[src/inc/cfr_pkg.sv]
// Package for the full-frame CCD readout timing generator.
// Assumes a single 25 MHz system clock and an external ADC on the video out.
package cfr_pkg;

  // ==========================================================================
  // Clock and timing constants.
  localparam int CLK_MHZ     = 25;
  localparam int T_VPULSE_NS = 5000; // Vertical segment length; each pulse spans two.
  localparam int T_VMIN_NS   = 4000; // Least vertical pulse width.
  localparam int T_HSETUP_NS = 1000; // Horizontal setup after the transfer.
  // Least times round up to whole cycles.
  localparam int V_CYC  = (T_VPULSE_NS * CLK_MHZ + 999) / 1000;
  localparam int VMIN_CYC = (T_VMIN_NS * CLK_MHZ + 999) / 1000;
  localparam int HS_CYC = (T_HSETUP_NS * CLK_MHZ + 999) / 1000;
  localparam int PIX_PHASES = 4;     // Clocks per pixel, 160 ns.
  localparam int INTEG_DEF  = 250000; // Default integration, 10 ms.

  // ==========================================================================
  // Line layout, pixel indices from the first pixel of a line.
  localparam int PIX_PER_LINE = 2267;
  localparam int TEST_A_IDX   = 8;
  localparam int DREF_FIRST   = 12;
  localparam int ACT_FIRST    = 46;
  localparam int ACT_LAST     = 2229;
  localparam int DTAIL_LAST   = 2263;
  localparam int TEST_B_IDX   = 2264;

  // ==========================================================================
  // Frame layout, line indices.
  localparam int LINES_PER_FRAME = 1510;
  localparam int DARK_HEAD     = 34;
  localparam int DARK_TAIL     = 4;
  localparam int DARK_GUARD    = 2; // Dark lines next to the active area.
  localparam int ACT_LINE_LAST = LINES_PER_FRAME - DARK_TAIL - 1;

  // ==========================================================================
  // Types.
  typedef enum logic [2:0] {
    ST_IDLE, ST_INTEG, ST_VXFER, ST_HSETUP, ST_HREAD
  } cfr_state_e;

  // Phase clock levels driven to the sensor.
  typedef struct packed {
    logic vertical_phase_one;
    logic vertical_phase_two;
    logic horizontal_phase_one;
    logic horizontal_phase_two;
    logic reset_gate;
  } cfr_pins_s;

  // Region flags that travel with each pixel.
  typedef struct packed {
    logic inactive;
    logic test;
    logic dark_ref;    // Dark pixel usable as true dark level.
    logic dark_suspect; // Dark pixel near the active area.
    logic active;
  } cfr_region_s;

endpackage

[src/core/cfr_sequencer.sv]
// Readout timing generator for a two-phase full-frame CCD sensor.
// Assumes the phase clock outputs reach the sensor through level shifters
// and that adc_data is an ADC sample of the video output, asynchronous.
`timescale 1ns/1ps

// Functional notes
// - Vertical phases stay low, unchanging, for the whole integration time.
// - Line enters horizontal register on vertical one falling, horizontal two high.
// - Horizontal phases toggle alternately and always complementary during readout.
// - Reset gate pulse in phase 0 follows each signal level sample.
// - Reset gate toggles once per pixel, continuously, never gated off.
// - Each vertical pulse lasts two 5 us segments, 10 us, at least 4 us.
module cfr_sequencer #(
  parameter int INTEG_CYCLES = cfr_pkg::INTEG_DEF,
  parameter int ADC_W        = 16
) (
  // Clock and reset.
  input  wire logic               sys_clk,
  input  wire logic               rstn,
  // Frame control from local logic.
  input  wire logic               start_frame,
  output logic                    busy,
  output logic                    frame_done,
  // Sensor phase clocks.
  output cfr_pkg::cfr_pins_s      pins,
  // Video samples from the external ADC.
  input  wire logic [ADC_W-1:0]   adc_data,
  // Pixel stream out.
  output logic                    pix_valid,
  output logic [ADC_W-1:0]        pix_value,
  output cfr_pkg::cfr_region_s    pix_region,
  output logic [11:0]             pix_col,
  output logic [10:0]             pix_line
);

  // ==========================================================================
  // Region decoding.

  // Classifies one pixel by its column and line position.
  function automatic cfr_pkg::cfr_region_s region_of(
    input logic [11:0] col,
    input logic [10:0] line
  );
    cfr_pkg::cfr_region_s r;
    logic dark_line;
    logic guard_line;
    r = '0;
    dark_line  = (line < 11'(cfr_pkg::DARK_HEAD)) ||
                 (line > 11'(cfr_pkg::ACT_LINE_LAST));
    guard_line = (line >= 11'(cfr_pkg::DARK_HEAD - cfr_pkg::DARK_GUARD) &&
                  line <  11'(cfr_pkg::DARK_HEAD)) ||
                 (line >  11'(cfr_pkg::ACT_LINE_LAST) &&
                  line <= 11'(cfr_pkg::ACT_LINE_LAST + cfr_pkg::DARK_GUARD));
    if (col == 12'(cfr_pkg::TEST_A_IDX) ||
        col == 12'(cfr_pkg::TEST_B_IDX)) begin
      r.test = 1'b1;
    end else if (col < 12'(cfr_pkg::DREF_FIRST) ||
                 col > 12'(cfr_pkg::DTAIL_LAST)) begin
      r.inactive = 1'b1;
    end else if (col >= 12'(cfr_pkg::ACT_FIRST) &&
                 col <= 12'(cfr_pkg::ACT_LAST) && !dark_line) begin
      r.active = 1'b1;
    end else if (guard_line ||
                 col == 12'(cfr_pkg::ACT_LAST + 1)) begin
      r.dark_suspect = 1'b1;
    end else begin
      r.dark_ref = 1'b1;
    end
    return r;
  endfunction

  // ==========================================================================
  // ADC input synchroniser.

  logic [ADC_W-1:0] adc_s1_q;
  logic [ADC_W-1:0] adc_s2_q;

  // Two flops before any logic looks at the ADC word.
  always_ff @(posedge sys_clk or negedge rstn) begin
    if (!rstn) begin
      adc_s1_q <= '0;
      adc_s2_q <= '0;
    end else begin
      adc_s1_q <= adc_data;
      adc_s2_q <= adc_s1_q;
    end
  end

  // ==========================================================================
  // Sequencer state.

  cfr_pkg::cfr_state_e   state_q, state_d;
  logic [1:0]            seg_q, seg_d;
  logic [31:0]           tmr_q, tmr_d;
  logic [1:0]            phase_q, phase_d;
  logic [11:0]           col_q, col_d;
  logic [10:0]           line_q, line_d;
  logic                  done_q, done_d;
  cfr_pkg::cfr_pins_s    pins_q, pins_d;
  logic [ADC_W-1:0]      rst_lvl_q, rst_lvl_d;
  logic                  valid_q, valid_d;
  logic [ADC_W-1:0]      value_q, value_d;
  cfr_pkg::cfr_region_s  region_q, region_d;
  logic [11:0]           ocol_q, ocol_d;
  logic [10:0]           oline_q, oline_d;
  logic                  pend_q, pend_d;
  logic [11:0]           pcol_q, pcol_d;
  logic [10:0]           pline_q, pline_d;

  // Next-state logic: integration, line transfer, setup and pixel readout.
  always_comb begin
    state_d   = state_q;
    seg_d     = seg_q;
    tmr_d     = tmr_q;
    col_d     = col_q;
    line_d    = line_q;
    done_d    = 1'b0;
    rst_lvl_d = rst_lvl_q;
    valid_d   = 1'b0;
    value_d   = value_q;
    region_d  = region_q;
    ocol_d    = ocol_q;
    oline_d   = oline_q;
    pend_d    = pend_q;
    pcol_d    = pcol_q;
    pline_d   = pline_q;
    phase_d   = phase_q + 2'd1; // Free-running pixel phase.
    case (state_q)
      cfr_pkg::ST_IDLE: begin
        if (start_frame && !pend_q) begin
          state_d = cfr_pkg::ST_INTEG;
          tmr_d   = '0;
          line_d  = '0;
        end
      end
      cfr_pkg::ST_INTEG: begin
        tmr_d = tmr_q + 32'd1;
        if (tmr_q >= 32'(INTEG_CYCLES - 1)) begin
          state_d = cfr_pkg::ST_VXFER;
          seg_d   = 2'd0;
          tmr_d   = '0;
        end
      end
      cfr_pkg::ST_VXFER: begin
        tmr_d = tmr_q + 32'd1;
        if (tmr_q == 32'(cfr_pkg::V_CYC - 1)) begin
          tmr_d = '0;
          if (seg_q == 2'd2) begin
            state_d = cfr_pkg::ST_HSETUP;
          end else begin
            seg_d = seg_q + 2'd1;
          end
        end
      end
      cfr_pkg::ST_HSETUP: begin
        if (tmr_q < 32'(cfr_pkg::HS_CYC - 1)) begin
          tmr_d = tmr_q + 32'd1;
        end else if (phase_q == 2'd3) begin
          state_d = cfr_pkg::ST_HREAD;
          col_d   = '0;
        end
      end
      cfr_pkg::ST_HREAD: begin
        // Reset level of this pixel: the pin register and the two sync
        // flops delay the video by two cycles, so the ADC word seen at
        // phase 3 shows the pins of phase 1, just after the reset pulse.
        if (phase_q == 2'd3) begin
          rst_lvl_d = adc_s2_q;
          pend_d    = 1'b1;
          pcol_d    = col_q;
          pline_d   = line_q;
          if (col_q == 12'(cfr_pkg::PIX_PER_LINE - 1)) begin
            if (line_q == 11'(cfr_pkg::LINES_PER_FRAME - 1)) begin
              state_d = cfr_pkg::ST_IDLE;
            end else begin
              line_d  = line_q + 11'd1;
              state_d = cfr_pkg::ST_VXFER;
              seg_d   = 2'd0;
              tmr_d   = '0;
            end
          end else begin
            col_d = col_q + 12'd1;
          end
        end
      end
      default: begin
        state_d = cfr_pkg::ST_IDLE;
      end
    endcase

    // Signal level two cycles later: the ADC word seen at phase 1 shows the
    // pins of phase 3, after horizontal one fell and before the next reset
    // pulse. This also runs after the last pixel of a line or frame.
    if (pend_q && (phase_q == 2'd1)) begin
      pend_d   = 1'b0;
      valid_d  = 1'b1;
      value_d  = rst_lvl_q - adc_s2_q;
      region_d = region_of(pcol_q, pline_q);
      ocol_d   = pcol_q;
      oline_d  = pline_q;
      done_d   = (pcol_q == 12'(cfr_pkg::PIX_PER_LINE - 1)) &&
                 (pline_q == 11'(cfr_pkg::LINES_PER_FRAME - 1));
    end

    // Vertical phases low outside transfers; one falls in segment 2.
    pins_d.vertical_phase_one = (state_d == cfr_pkg::ST_VXFER) &&
                                (seg_d != 2'd2);
    pins_d.vertical_phase_two = (state_d == cfr_pkg::ST_VXFER) &&
                                (seg_d != 2'd0);
    // Horizontal one high in phases 0 and 1, falls entering phase 2.
    pins_d.horizontal_phase_one = (state_d == cfr_pkg::ST_HREAD) &&
                                  !phase_d[1];
    pins_d.horizontal_phase_two = !pins_d.horizontal_phase_one;
    // One reset pulse per pixel, after the previous signal sample.
    pins_d.reset_gate = (phase_d == 2'd0);
  end

  // Registers of the sequencer.
  always_ff @(posedge sys_clk or negedge rstn) begin
    if (!rstn) begin
      state_q   <= cfr_pkg::ST_IDLE;
      seg_q     <= '0;
      tmr_q     <= '0;
      phase_q   <= '0;
      col_q     <= '0;
      line_q    <= '0;
      done_q    <= 1'b0;
      pins_q    <= 5'h02; // Only horizontal two high.
      rst_lvl_q <= '0;
      valid_q   <= 1'b0;
      value_q   <= '0;
      region_q  <= '0;
      ocol_q    <= '0;
      oline_q   <= '0;
      pend_q    <= 1'b0;
      pcol_q    <= '0;
      pline_q   <= '0;
    end else begin
      state_q   <= state_d;
      seg_q     <= seg_d;
      tmr_q     <= tmr_d;
      phase_q   <= phase_d;
      col_q     <= col_d;
      line_q    <= line_d;
      done_q    <= done_d;
      pins_q    <= pins_d;
      rst_lvl_q <= rst_lvl_d;
      valid_q   <= valid_d;
      value_q   <= value_d;
      region_q  <= region_d;
      ocol_q    <= ocol_d;
      oline_q   <= oline_d;
      pend_q    <= pend_d;
      pcol_q    <= pcol_d;
      pline_q   <= pline_d;
    end
  end

  // Output assignments, all from registers.
  // Busy also covers the last pixel still on its way out.
  assign busy       = (state_q != cfr_pkg::ST_IDLE) || pend_q;
  assign frame_done = done_q;
  assign pins       = pins_q;
  assign pix_valid  = valid_q;
  assign pix_value  = value_q;
  assign pix_region = region_q;
  assign pix_col    = ocol_q;
  assign pix_line   = oline_q;

endmodule

[config.mk]
export PLATFORM = sky130hd
export DESIGN_NAME = cfr_sequencer
export DESIGN_NICKNAME = d
export VERILOG_FILES = /design/src/inc/cfr_pkg.sv /design/src/core/cfr_sequencer.sv
export SDC_FILE = /design/constraint.sdc
export NUM_CORES = 1
export LEC_CHECK = 0
export BUFFER_PORTS_ARGS = -buffer_cell sky130_fd_sc_hd__clkbuf_2
export CORE_ASPECT_RATIO = 1.5
export CORE_MARGIN = 4
export CORE_UTILIZATION = 54
export DETAILED_ROUTE_END_ITERATION = 10
export PLACE_DENSITY_LB_ADDON = 0.08
export SLEW_MARGIN = 20
export SYNTH_ARGS = -nofsm -noshare
export SYNTH_HDL_FRONTEND = slang
export SYNTH_SLANG_ARGS = --single-unit
[constraint.sdc]
create_clock -name sys_clk -period 2.8 [get_ports sys_clk]
set_input_delay 0 -clock sys_clk [delete_from_list [all_inputs] [get_ports sys_clk]]
set_output_delay 0 -clock sys_clk [all_outputs]
set_load 0.01 [all_outputs]
* After elaboration in Yosys (flattened, before gate mapping)
Cells that the tools add are included.
** Word-level totals
- Register bits after elaboration :: 185
- Input bits :: 19
- Output and inout bits :: 52
** Operators by class
- Add/subtract/negate cells :: 6
- Order comparisons :: 10
- Equality and inequality tests :: 26
- Muxes and demuxes :: 49
- Reductions and logical operators :: 34
** Operator list (count)
- 32-bit two-way mux :: 7
- 32-bit one-hot mux with 5 select lines :: 1
- 12-bit == test (second input constant) :: 4
- 12-bit two-way mux :: 4
- 11-bit two-way mux :: 4
- 32-bit by 1-bit adder with 32-bit output (second input constant) :: 1
- 32-bit by 7-bit == test with 1-bit output (second input constant) :: 1
- 32-bit by 18-bit >= comparator with 1-bit output (second input constant) :: 1
- 32-bit by 5-bit < comparator with 1-bit output (second input constant) :: 1
- 3-bit two-way mux :: 10
- 12-bit one-hot mux with 2 select lines :: 1
- 11-bit == test (second input constant) :: 2
- 11-bit one-hot mux with 2 select lines :: 1
- 2-bit != test (second input constant) :: 9
- 2-bit two-way mux :: 8
- 16-bit subtractor :: 1
- 3-bit one-hot mux with 5 select lines :: 1
- 12-bit by 1-bit adder with 12-bit output (second input constant) :: 1
- 12-bit by 4-bit == test with 1-bit output (second input constant) :: 1
- 12-bit by 6-bit >= comparator with 1-bit output (second input constant) :: 1
- 12-bit > comparator (second input constant) :: 1
- 12-bit <= comparator (second input constant) :: 1
- 12-bit by 4-bit < comparator with 1-bit output (second input constant) :: 1
- 11-bit by 1-bit adder with 11-bit output (second input constant) :: 1
- other kinds (23) :: 61

* Logic depth before layout (Yosys ltp)
Gate-level depths: netlist of run 1.
- Word-level depth :: 8
- Depth in mapped cells :: 10

* Worst setup path before layout of run 1
OpenSTA, ideal clock, no wires.
- Path kind :: reg2reg
- Start :: register col_q[8]
- End :: register tmr_q[30]
- Library setup time :: 0.078 ns
- Data arrival time :: 2.634 ns
- Required time :: 2.722 ns
- Path slack :: 0.089 ns
- Stages on the path, launching flop included :: 8
- Path buffers :: 1
- Clock period less this slack :: 2.711 ns
- Cells stage by stage :: dfrtp_1 or4b_4 nor3_4 a31oi_1 or4_1 buf_2 or4_1 a21oi_1
** Between the ends
- Word-level cells in the longest chain between the ends :: 3
** RTL lines
- from (decl) :: line cfr_sequencer.sv:96 : logic [11:0] col_q, col_d;
- from (signal assigned) :: line cfr_sequencer.sv:243 : col_q <= col_d;
- 12-bit == test :: line cfr_sequencer.sv:172 : if (col_q == 12'(cfr_pkg::PIX_PER_LINE - 1)) begin
- 2-bit != test (no source line)
- 6-bit AND reduction (no source line)
- to (signal assigned) :: line cfr_sequencer.sv:241 : tmr_q <= tmr_d;
- to (decl) :: line cfr_sequencer.sv:94 : logic [31:0] tmr_q, tmr_d;
Every way passes these cells.
A chain may end at the register's enable or synchronous reset.

* Worst setup path after layout of run 1
- Start :: register col_q[8]
- End :: register tmr_q[28]
Same word-level chain as after synthesis.

==> results.py, run 1 <==
metrics = {
    "routing": {
        "dr_wl_met3_microns": 755,
        "drc": 0,
        "met1Wirelength_microns": 8040,
        "highest_layer": "met4",
        "ant_nets": 0,
        "finalWirelength_microns": 21700,
        "met2_length_microns": 12000,
        "vias": 7080,
        "wl_per_cell_microns": 18.2,
        "drt_iter0_drc": 512,
        "via_per_inst": 5.93,
        "dr.pass1.iters": 7,
    },
    "synth": {
        "synthTopCellsByArea": "dfrtp_1 (53%), nand2_1 (5.8%), mux2_2 (4.8%), ha_1 (3.6%), o21ai_0 (2.3%)",
        "synth_top_cell_area_share_pct": 52.5,
        "ys_ff_latch": 185,
        "synth_area_sq_um": 8770,
        "yosysSeqAreaShare_pct": 52.8,
        "synth_flop_cell": "dfrtp_1",
        "yosys_warnings": 0,
        "synth_nets": 908,
        "async_flop_share_pct": 100,
        "synth_top_area_cell": "dfrtp_1",
        "ys_types": 63,
        "syn_area_per_cell_sq_um": 10.2,
        "synth-edff-count": 0,
        "post-synth-top-count-cell": "dfrtp_1",
        "netlist_instances": 863,
        "synth_common_cells": "dfrtp_1 (184), nand2_1 (136), nor2_1 (48)",
    },
    "pwr": {
        "finalPower_uw": 5260,
        "p_leak_uw": 0.00506,
        "power_density_nw_per_um2": 507,
        "vdd_drop_max_v": 0.000337,
    },
    "sta": {
        "finalSetupViolCount": 0,
        "post-route-min-period_ns": 2.67,
        "hold_viol": 0,
        "drv_slew": 0,
        "fmax_mhz": 374,
        "worst_pin_slew_ns": 0.831,
        "period_share_pct": 95.5,
        "maxSlewHeadroom_pct": 44.6,
        "tns_ns": 0,
        "grt_setup_unrepaired": "false",
        "setup_slack_ns": 0.126,
        "worst_clock_skew_ns": 0.00915,
    },
    "clocking": {
        "clk_pin_slew_worst_paths_ns": 0.07,
        "cts_buffer_depth": 2,
        "cts-root-buf": "clkbuf_16",
        "clock-sinks": 185,
        "htreeDepth": 4,
        "cts_tree": "built",
        "cts_buffers": 17,
        "insertion_delay_ns": 0.43,
        "cts_setup_buffers": 0,
    },
    "min_path": {
        "holdCritPathClass": "input pin to flop",
        "hold_depth": 5,
        "worstHoldStart": "start_frame",
        "min_to": "line_q[7]$_DFFE_PN0P_",
    },
    "worst_setup_path": {
        "start_kind": "flop",
        "r2r_slack_ns": 0.13,
        "cpPeakStageDelay_ns": 0.64,
        "path_common_cell": "or4_1",
        "required_ns": 3.16,
        "critPathCaptureType": "flop",
        "cp_slowest_cell": "or4_1",
        "critPathMaxFanout": 6,
        "worstReg2RegEnd": "tmr_q[28]$_DFFE_PN0P_",
        "worst_ep_arrival_time_ns": 3.03,
        "r2r-start": "col_q[8]$_DFFE_PN0P_",
        "path_cells": "or4b_4 -> nor3_4 -> a31oi_1 -> or4_1 -> or4_1 -> a21oi_1",
        "reg2reg_depth": 6,
        "path_class": "flop to flop",
    },
    "cells_and_area": {
        "n_antenna_cell": 0,
        "seq_area_sq_um": 4630,
        "area_growth_syn_to_layout_pct": 18.4,
        "layout.cells.non_filler": 1193,
        "drive_above_1_share_pct": 19.4,
        "final_nets": 1022,
        "multi_input_area_sq_um": 3870,
        "fill_cells": 1258,
        "final_cell_area_sq_um": 10400,
    },
    "die": {
        "start_util_pct": 55.6,
        "die_h_microns": 164,
        "row_count": 56,
        "die_area_sq_um": 18400,
        "core-area_sq_um": 15800,
        "ios": 71,
        "die_w_microns": 112,
    },
    "global_routing": {
        "grt-ovfl-total": 0,
        "grt_max_degree": 93,
        "grt_pass1_wl_microns": 36100,
        "grt_pass1_vias": 7350,
        "antenna_found_initial": 0,
        "grtUsageTotal_pct": 24.6,
    },
    "placed_design": {
        "dpl_cell_area_sq_um": 9600,
        "gp_congestion": 0.864,
        "place_ws_ns": 0.0692,
        "port_buffers": 70,
        "dpl.hpwl_microns": 15600,
        "dp.cells": 1144,
    },
    "run": {
        "maxCapViolCount": 0,
    },
    "status": {
        "status": "completed",
    },
}
==> placed cells by master (no fill, tap or decap), types with 4 or more instances in the layout <==
cell type | Yosys | final
xnor2_1 | 20 | 20
clkbuf_2 | 0 | 69
nor4b_1 | 5 | 5
xor2_1 | 10 | 10
a21oi_1 | 23 | 23
buf_4 | 1 | 38
nor2_1 | 48 | 48
or3_1 | 10 | 10
nand3_1 | 23 | 23
dfrtp_1 | 184 | 184
a2bb2oi_1 | 6 | 6
nand4_1 | 23 | 23
o211ai_1 | 8 | 8
dlygate4sd3_1 | 0 | 17
nor2b_1 | 7 | 7
clkbuf_16 | 0 | 17
o41ai_1 | 5 | 5
a22o_1 | 5 | 5
o2111ai_1 | 4 | 4
ha_1 | 25 | 25
inv_1 | 42 | 42
a21o_1 | 6 | 6
and3_1 | 15 | 14
o31ai_1 | 23 | 23
mux2_2 | 37 | 37
nand2b_1 | 10 | 10
o21ai_0 | 40 | 40
a31oi_1 | 4 | 4
nand2_1 | 136 | 135
nor3_1 | 21 | 21
or4_1 | 8 | 8
o21a_1 | 7 | 7
nor4_1 | 23 | 21
and2_1 | 9 | 9
==> sequential cells by signal (all words and copies together), names as in the netlist, 12 cells and up <==
signal / count
pix_col: 12
adc_s2_q: 16
pcol_q: 12
tmr_q: 32
adc_s1_q: 16
pix_value: 16
col_q: 12
rst_lvl_q: 16
==> metrics by stage <==
stage               hold slack (ns)  util [%]
finish                        0.164      65.8
global route                  0.169      65.8
CTS                           0.138      65.8
detailed placement            0.110      60.9
global placement              0.108      60.9
floorplan                    -0.296         -
==> where the power goes <==
group          internal [uW]  switching, uW  leakage (uW)
Clock                   1290           1120      0.000283
Combinational           54.7           89.0       0.00232
Sequential              2700           16.2       0.00245
Total                   4040           1220       0.00506
==> how the worst max path moves through the flow <==
stage,start,to,slack (ns),depth (start not counted)
floorplan,col_q[8]$_DFFE_PN0P_,tmr_q[30]$_DFFE_PN0P_,0.09,7
global placement,col_q[8]$_DFFE_PN0P_,tmr_q[21]$_DFFE_PN0P_,0.14,7
detailed placement,col_q[8]$_DFFE_PN0P_,tmr_q[21]$_DFFE_PN0P_,0.07,7
CTS,col_q[8]$_DFFE_PN0P_,tmr_q[21]$_DFFE_PN0P_,0.05,7
global route,col_q[8]$_DFFE_PN0P_,tmr_q[28]$_DFFE_PN0P_,0.008,6
finish,col_q[8]$_DFFE_PN0P_,tmr_q[28]$_DFFE_PN0P_,0.13,6
==> critical path, delay by kind of cell, from the launching register on <==
family | cells | cell delay (ns)
and+or+nand+nor | 4 | 1.91
DFF | 1 | 0.39
AOI/OAI and AO/OA | 2 | 0.31
==> routing by layer <==
layer	track usage, %	vias to the layer above
li1	-	3325
met3	3.94	64
met1	26.4	3495
met5	0	-
met2	46.0	196
met4	12.9	0
==> cells by family (layout without fill, tap and decap cells) <==
kind of cell    Yosys count  in the layout  synth area share [%]
simple gates            356            356                  20.4
flops                   185            185                  52.8
compound gates          153            153                  11.8
buf+inv                  75            202                  3.28
fa+ha+maj                26             26                  3.80
xor+xnor                 30             30                  3.00
mux                      38             38                  4.87
==> layout make-up <==
class	count	share of cell area, %
Sequential cell	185	44.6
Inverter	42	1.52
Timing Repair Buffer	128	8.40
Tap cell	203	2.45
Clock buffer	18	4.23
Multi-Input combinational cell	603	37.2
Clock inverter	14	1.54
==> repair_timing <==
item                       CTS  global route
hold buffers                17             0
gates resized for setup      0             4
setup endpoints to repair    0            14
hold endpoints to repair   106             0
Note: power is estimated with default switching activity, not from simulation.
==> run 2: changes to the inputs <==
==> constraint.sdc (replaced) <==
create_clock -name sys_clk -period 2.8 [get_ports sys_clk]
set_input_delay 0.56 -clock sys_clk [delete_from_list [all_inputs] [get_ports sys_clk]]
set_output_delay 0.56 -clock sys_clk [all_outputs]
set_load 0.01 [all_outputs]
==> results.py, run 2 (synthesized netlist as in run 1, its figures left out) <==
metrics = {
    "worst_setup_path": {
        "crit_cells": 7,
        "path_cells": "or4b_4 -> nor3_4 -> a31oi_1 -> buf_4 -> or4b_2 -> or3_1 -> a21oi_1",
        "critPathCaptureType": "flop",
        "cp_slowest_cell": "or4b_2",
        "critPathMaxFanout": 13,
        "critical-path-top-delay-family": "simple AND/OR/NAND/NOR gates",
        "cpPeakStageDelay_ns": 0.68,
        "reg2reg_depth": 7,
        "worst_ep_arrival_time_ns": 3.05,
        "path_class": "flop to flop",
        "cp.buffers_inverters": 1,
        "required_ns": 3.16,
        "r2r_slack_ns": 0.11,
        "start_kind": "flop",
    },
    "status": {
        "status": "completed",
    },
    "sta": {
        "finalSetupViolCount": 0,
        "period_share_pct": 96.1,
        "worst_clock_skew_ns": 0.0101,
        "worst_pin_slew_ns": 0.659,
        "holdWs_ns": 0.0669,
        "tns_ns": 0,
        "hold_viol": 0,
        "maxSlewHeadroom_pct": 56.0,
        "drv_slew": 0,
        "setup_slack_ns": 0.108,
        "post-route-min-period_ns": 2.69,
        "grt_setup_unrepaired": "false",
        "fmax_mhz": 371,
    },
    "die": {
        "die_area_sq_um": 18400,
        "die_h_microns": 164,
        "core-area_sq_um": 15800,
        "row_count": 56,
        "die_w_microns": 112,
        "ios": 71,
        "start_util_pct": 55.6,
    },
    "clocking": {
        "clk_pin_slew_worst_paths_ns": 0.07,
        "cts_buffers": 17,
        "insertion_delay_ns": 0.43,
        "cts_buffer_depth": 2,
        "cts_tree": "built",
        "htreeDepth": 4,
        "cts_setup_buffers": 0,
        "cts-root-buf": "clkbuf_16",
        "clock-sinks": 185,
    },
    "cells_and_area": {
        "max_flop_register": "tmr_q",
        "final_common_cell": "dfrtp_1",
        "final_nets": 1007,
        "drive_above_1_share_pct": 19.9,
        "largest_reg_flops": 32,
        "area_growth_syn_to_layout_pct": 16.3,
        "n_antenna_cell": 0,
        "mostFrequentLayoutCells": "dfrtp_1 (184), nand2_1 (135), clkbuf_2 (69), nor2_1 (48)",
    },
    "routing": {
        "via_per_inst": 5.93,
        "ant_nets": 0,
        "vias": 6986,
        "drt_iter0_drc": 481,
        "dr.pass1.iters": 5,
        "finalWirelength_microns": 21400,
        "wl_per_cell_microns": 18.2,
        "drc": 0,
    },
    "min_path": {
        "holdCritPathClass": "input pin to async pin",
    },
    "global_routing": {
        "grt-ovfl-total": 0,
        "grt_pass1_vias": 7202,
        "grtUsageTotal_pct": 24.0,
        "grt_max_degree": 65,
        "antenna_found_initial": 0,
        "grt_pass1_wl_microns": 35300,
    },
    "placed_design": {
        "gp_congestion": 0.904,
        "place_ws_ns": 0.115,
        "dpl.hpwl_microns": 15700,
        "port_buffers": 70,
    },
    "pwr": {
        "p_leak_uw": 0.00499,
        "power_density_nw_per_um2": 517,
        "vdd_drop_max_v": 0.000359,
        "finalPower_uw": 5270,
    },
    "run": {
        "maxCapViolCount": 0,
    },
}
==> run 2: changes by cell type in the layout (fill, tap and decap cells not counted), moves of 2 or more <==
cell,change
buf_4,+4
inv_6,+3
buf_12,-2
dlygate4sd3_1,-17
clkinvlp_4,-3
==> run 2: layout make-up <==
type	count	area, sq um
clock buffer	17	425
clock inverter	15	175
fill	1306	5570
inverter	42	158
multi-input combinational	603	3860
sequential	185	4630
tap	203	254
timing repair buffer	113	692
==> run 2: timing repair <==
action / 4_1_cts / 5_1_grt
hold buffers: 0 / 0
endpoints found under the setup margin: 0 / 9
endpoints found under the hold margin: 0 / 0
gates resized for setup: 0 / 3
==> run 2: per-layer routing <==
layer / GRT usage (%) / part of all wire, %
met5: 0 / 0
met4: 11.9 / 4.0
met3: 3.80 / 3.3
met2: 45.8 / 56
met1: 25.6 / 37
==> run 2: report_power, final <==
group,switching (uW),total [uW],leakage [uW],internal (uW)
Sequential,16.7,2710,0.00245,2700
Combinational,87.0,126,0.00225,39.4
Clock,1150,2430,0.000295,1280
Total,1250,5270,0.00499,4020
==> run 2: final timing paths <==
kind / from / endpoint
worst max-delay path: col_q[8]$_DFFE_PN0P_ / tmr_q[26]$_DFFE_PN0P_
worst min-delay path: rstn / pline_q[3]$_DFFE_PN0P_
worst max register to register: col_q[8]$_DFFE_PN0P_ / tmr_q[26]$_DFFE_PN0P_
worst min register to register: adc_s1_q[4]$_DFF_PN0_ / adc_s2_q[4]$_DFF_PN0_
max in group asynchronous: rstn / pend_q$_DFFE_PN0P_
min in group sys_clk: adc_data[12] / adc_s1_q[12]$_DFF_PN0_
==> run 2: worst reg2reg max path, cell delays in order, from the launching register on <==
cell and delay, ns:
dfrtp_1 0.39, or4b_4 0.56, nor3_4 0.20, a31oi_1 0.13, buf_4 0.20, or4b_2 0.68, or3_1 0.32, a21oi_1 0.14
==> run 2: stage by stage <==
step | utilization, % | std cells | instance area (sq um)
after floorplan | - | 863 | 8770
after global placement | 60.8 | 1146 | 9590
after detailed placement | 60.8 | 1146 | 9590
after CTS | 64.6 | 1178 | 10200
after global routing | 64.7 | 1178 | 10200
final | 64.7 | 1178 | 10200
==> run 3: changes to the inputs <==
Settings changed: CORE_MARGIN 4 to 3, TNS_END_PERCENT set to 50.
==> results.py, run 3 (synthesized netlist as in run 1, its figures left out) <==
metrics = {
    "worst_setup_path": {
        "critical-path-top-delay-family": "simple AND/OR/NAND/NOR gates",
        "cp_slowest_cell": "or4b_2",
        "cpPeakStageDelay_ns": 0.67,
        "cp.buffers_inverters": 1,
        "critPathCaptureType": "flop",
        "path_cells": "or4b_4 -> nor3_4 -> a31oi_1 -> buf_4 -> or4b_2 -> or3_1 -> a21oi_1",
        "worst_ep_arrival_time_ns": 3.05,
        "required_ns": 3.15,
        "path_class": "flop to flop",
        "critPathMaxFanout": 5,
        "start_kind": "flop",
    },
    "die": {
        "row_count": 56,
        "start_util_pct": 55.6,
        "core-area_sq_um": 15800,
        "die_w_microns": 110,
        "ios": 71,
        "die_h_microns": 162,
        "die_area_sq_um": 17800,
    },
    "sta": {
        "maxSlewHeadroom_pct": 62.0,
        "post-route-min-period_ns": 2.70,
        "fmax_mhz": 370,
        "tns_ns": 0,
        "setup_slack_ns": 0.0995,
        "period_share_pct": 96.4,
        "drv_slew": 0,
        "worst_clock_skew_ns": 0.0110,
        "grt_setup_unrepaired": "true",
        "holdWs_ns": 0.0935,
        "worst_pin_slew_ns": 0.570,
        "finalSetupViolCount": 0,
        "hold_viol": 0,
    },
    "global_routing": {
        "grt_pass1_vias": 7198,
        "antenna_found_initial": 0,
        "grt_max_degree": 61,
        "grt-ovfl-total": 0,
        "grtUsageTotal_pct": 24.7,
        "grt_pass1_wl_microns": 34400,
    },
    "placed_design": {
        "place_ws_ns": 0.137,
        "gp_congestion": 0.876,
        "dpl.hpwl_microns": 15500,
        "port_buffers": 70,
        "dpl_cell_area_sq_um": 9580,
    },
    "cells_and_area": {
        "drive_above_1_share_pct": 19.9,
        "final_nets": 1005,
        "seq_area_sq_um": 4630,
        "final_cell_area_sq_um": 10200,
        "largest_reg_flops": 32,
        "mostFrequentLayoutCells": "dfrtp_1 (184), nand2_1 (135), clkbuf_2 (69), nor2_1 (47), inv_1 (42)",
        "area_growth_syn_to_layout_pct": 16.5,
        "max_flop_register": "tmr_q",
        "multi_input_area_sq_um": 3870,
        "n_antenna_cell": 0,
        "final_common_cell": "dfrtp_1",
        "fill_cells": 1254,
    },
    "run": {
        "maxCapViolCount": 0,
    },
    "routing": {
        "dr.pass1.iters": 5,
        "ant_nets": 0,
        "finalWirelength_microns": 21200,
        "via_per_inst": 5.96,
        "drc": 0,
        "wl_per_cell_microns": 18.0,
        "drt_iter0_drc": 560,
        "vias": 7008,
    },
    "clocking": {
        "insertion_delay_ns": 0.43,
        "cts_tree": "built",
        "clock-sinks": 185,
        "clk_pin_slew_worst_paths_ns": 0.07,
        "htreeDepth": 4,
        "cts_buffers": 17,
        "cts-root-buf": "clkbuf_16",
        "cts_buffer_depth": 2,
    },
    "min_path": {
        "holdCritPathClass": "input pin to async pin",
    },
    "status": {
        "status": "completed",
    },
    "pwr": {
        "vdd_drop_max_v": 0.000384,
        "p_leak_uw": 0.00499,
        "power_density_nw_per_um2": 521,
    },
}
[run 3: cell types whose count changed in the layout (fill, tap and decap cells not counted), sizes merged]
cell      delta
bufinv       +2
buf          -2
clkinvlp     +2
clkinv       -1
inv          -3
[run 3: metrics by stage]
stage / power (uW) / std cells / util (%)
CTS: 5390 / 1176 / 64.7
global placement: 2890 / 1144 / 60.8
detailed placement: 2900 / 1144 / 60.8
global route: 5510 / 1176 / 64.8
floorplan: 2800 / 863 / -
finish: 5330 / 1176 / 64.8
[run 3: power breakdown]
group          total (uW)  switching (uW)  internal, uW  leakage (uW)
registers            2710            16.4          2700       0.00245
logic                 129            87.6          41.3       0.00224
clock network        2480            1060          1420      0.000297
[run 3: area by class of cell]
cell class | instances | share of cell area (%)
clock inverters | 15 | 1.84
inverters | 42 | 1.54
well taps | 203 | 2.49
multi-input cells | 603 | 37.9
flip-flops and latches | 185 | 45.3
clock buffers | 17 | 4.16
repair buffers | 111 | 6.75
[run 3: path summary, 6_finish.rpt]
path / from / cells after the start / slack (ns) / to
worst min-delay path: rstn / 1 / 0.09 / adc_s1_q[5]$_DFF_PN0_
worst min register to register: adc_s1_q[12]$_DFF_PN0_ / 0 / 0.34 / adc_s2_q[12]$_DFF_PN0_
max in group asynchronous: rstn / 2 / 1.93 / rst_lvl_q[9]$_DFFE_PN0P_
min in group sys_clk: adc_data[4] / 1 / 0.23 / adc_s1_q[4]$_DFF_PN0_
worst max register to register: col_q[10]$_DFFE_PN0P_ / 7 / 0.1 / tmr_q[26]$_DFFE_PN0P_
worst max-delay path: col_q[10]$_DFFE_PN0P_ / 7 / 0.1 / tmr_q[26]$_DFFE_PN0P_
[run 3: worst register-to-register path, delay by kind of cell, from the launching register on]
kind	cells	cell delay, ns
and+or+nand+nor	4	1.73
DFF	1	0.43
AOI/OAI and AO/OA	2	0.30
buffers and inverters	1	0.17
[run 3: repair_timing]
| item | in CTS | in global routing |
|---|---|---|
| hold buffers | 0 | 0 |
| gates resized for setup | 0 | 4 |
| setup buffers | 0 | 0 |
| endpoints found under the setup margin | 0 | 4 |
[run 3: layer usage]
layer | GRT usage (%) | vias up | share of wire [%]
met5 | 0 | - | 0
met4 | 11.3 | 0 | 3.6
met3 | 4.14 | 57 | 3.6
met2 | 46.5 | 182 | 56
met1 | 25.9 | 3480 | 37
li1 | - | 3289 | -
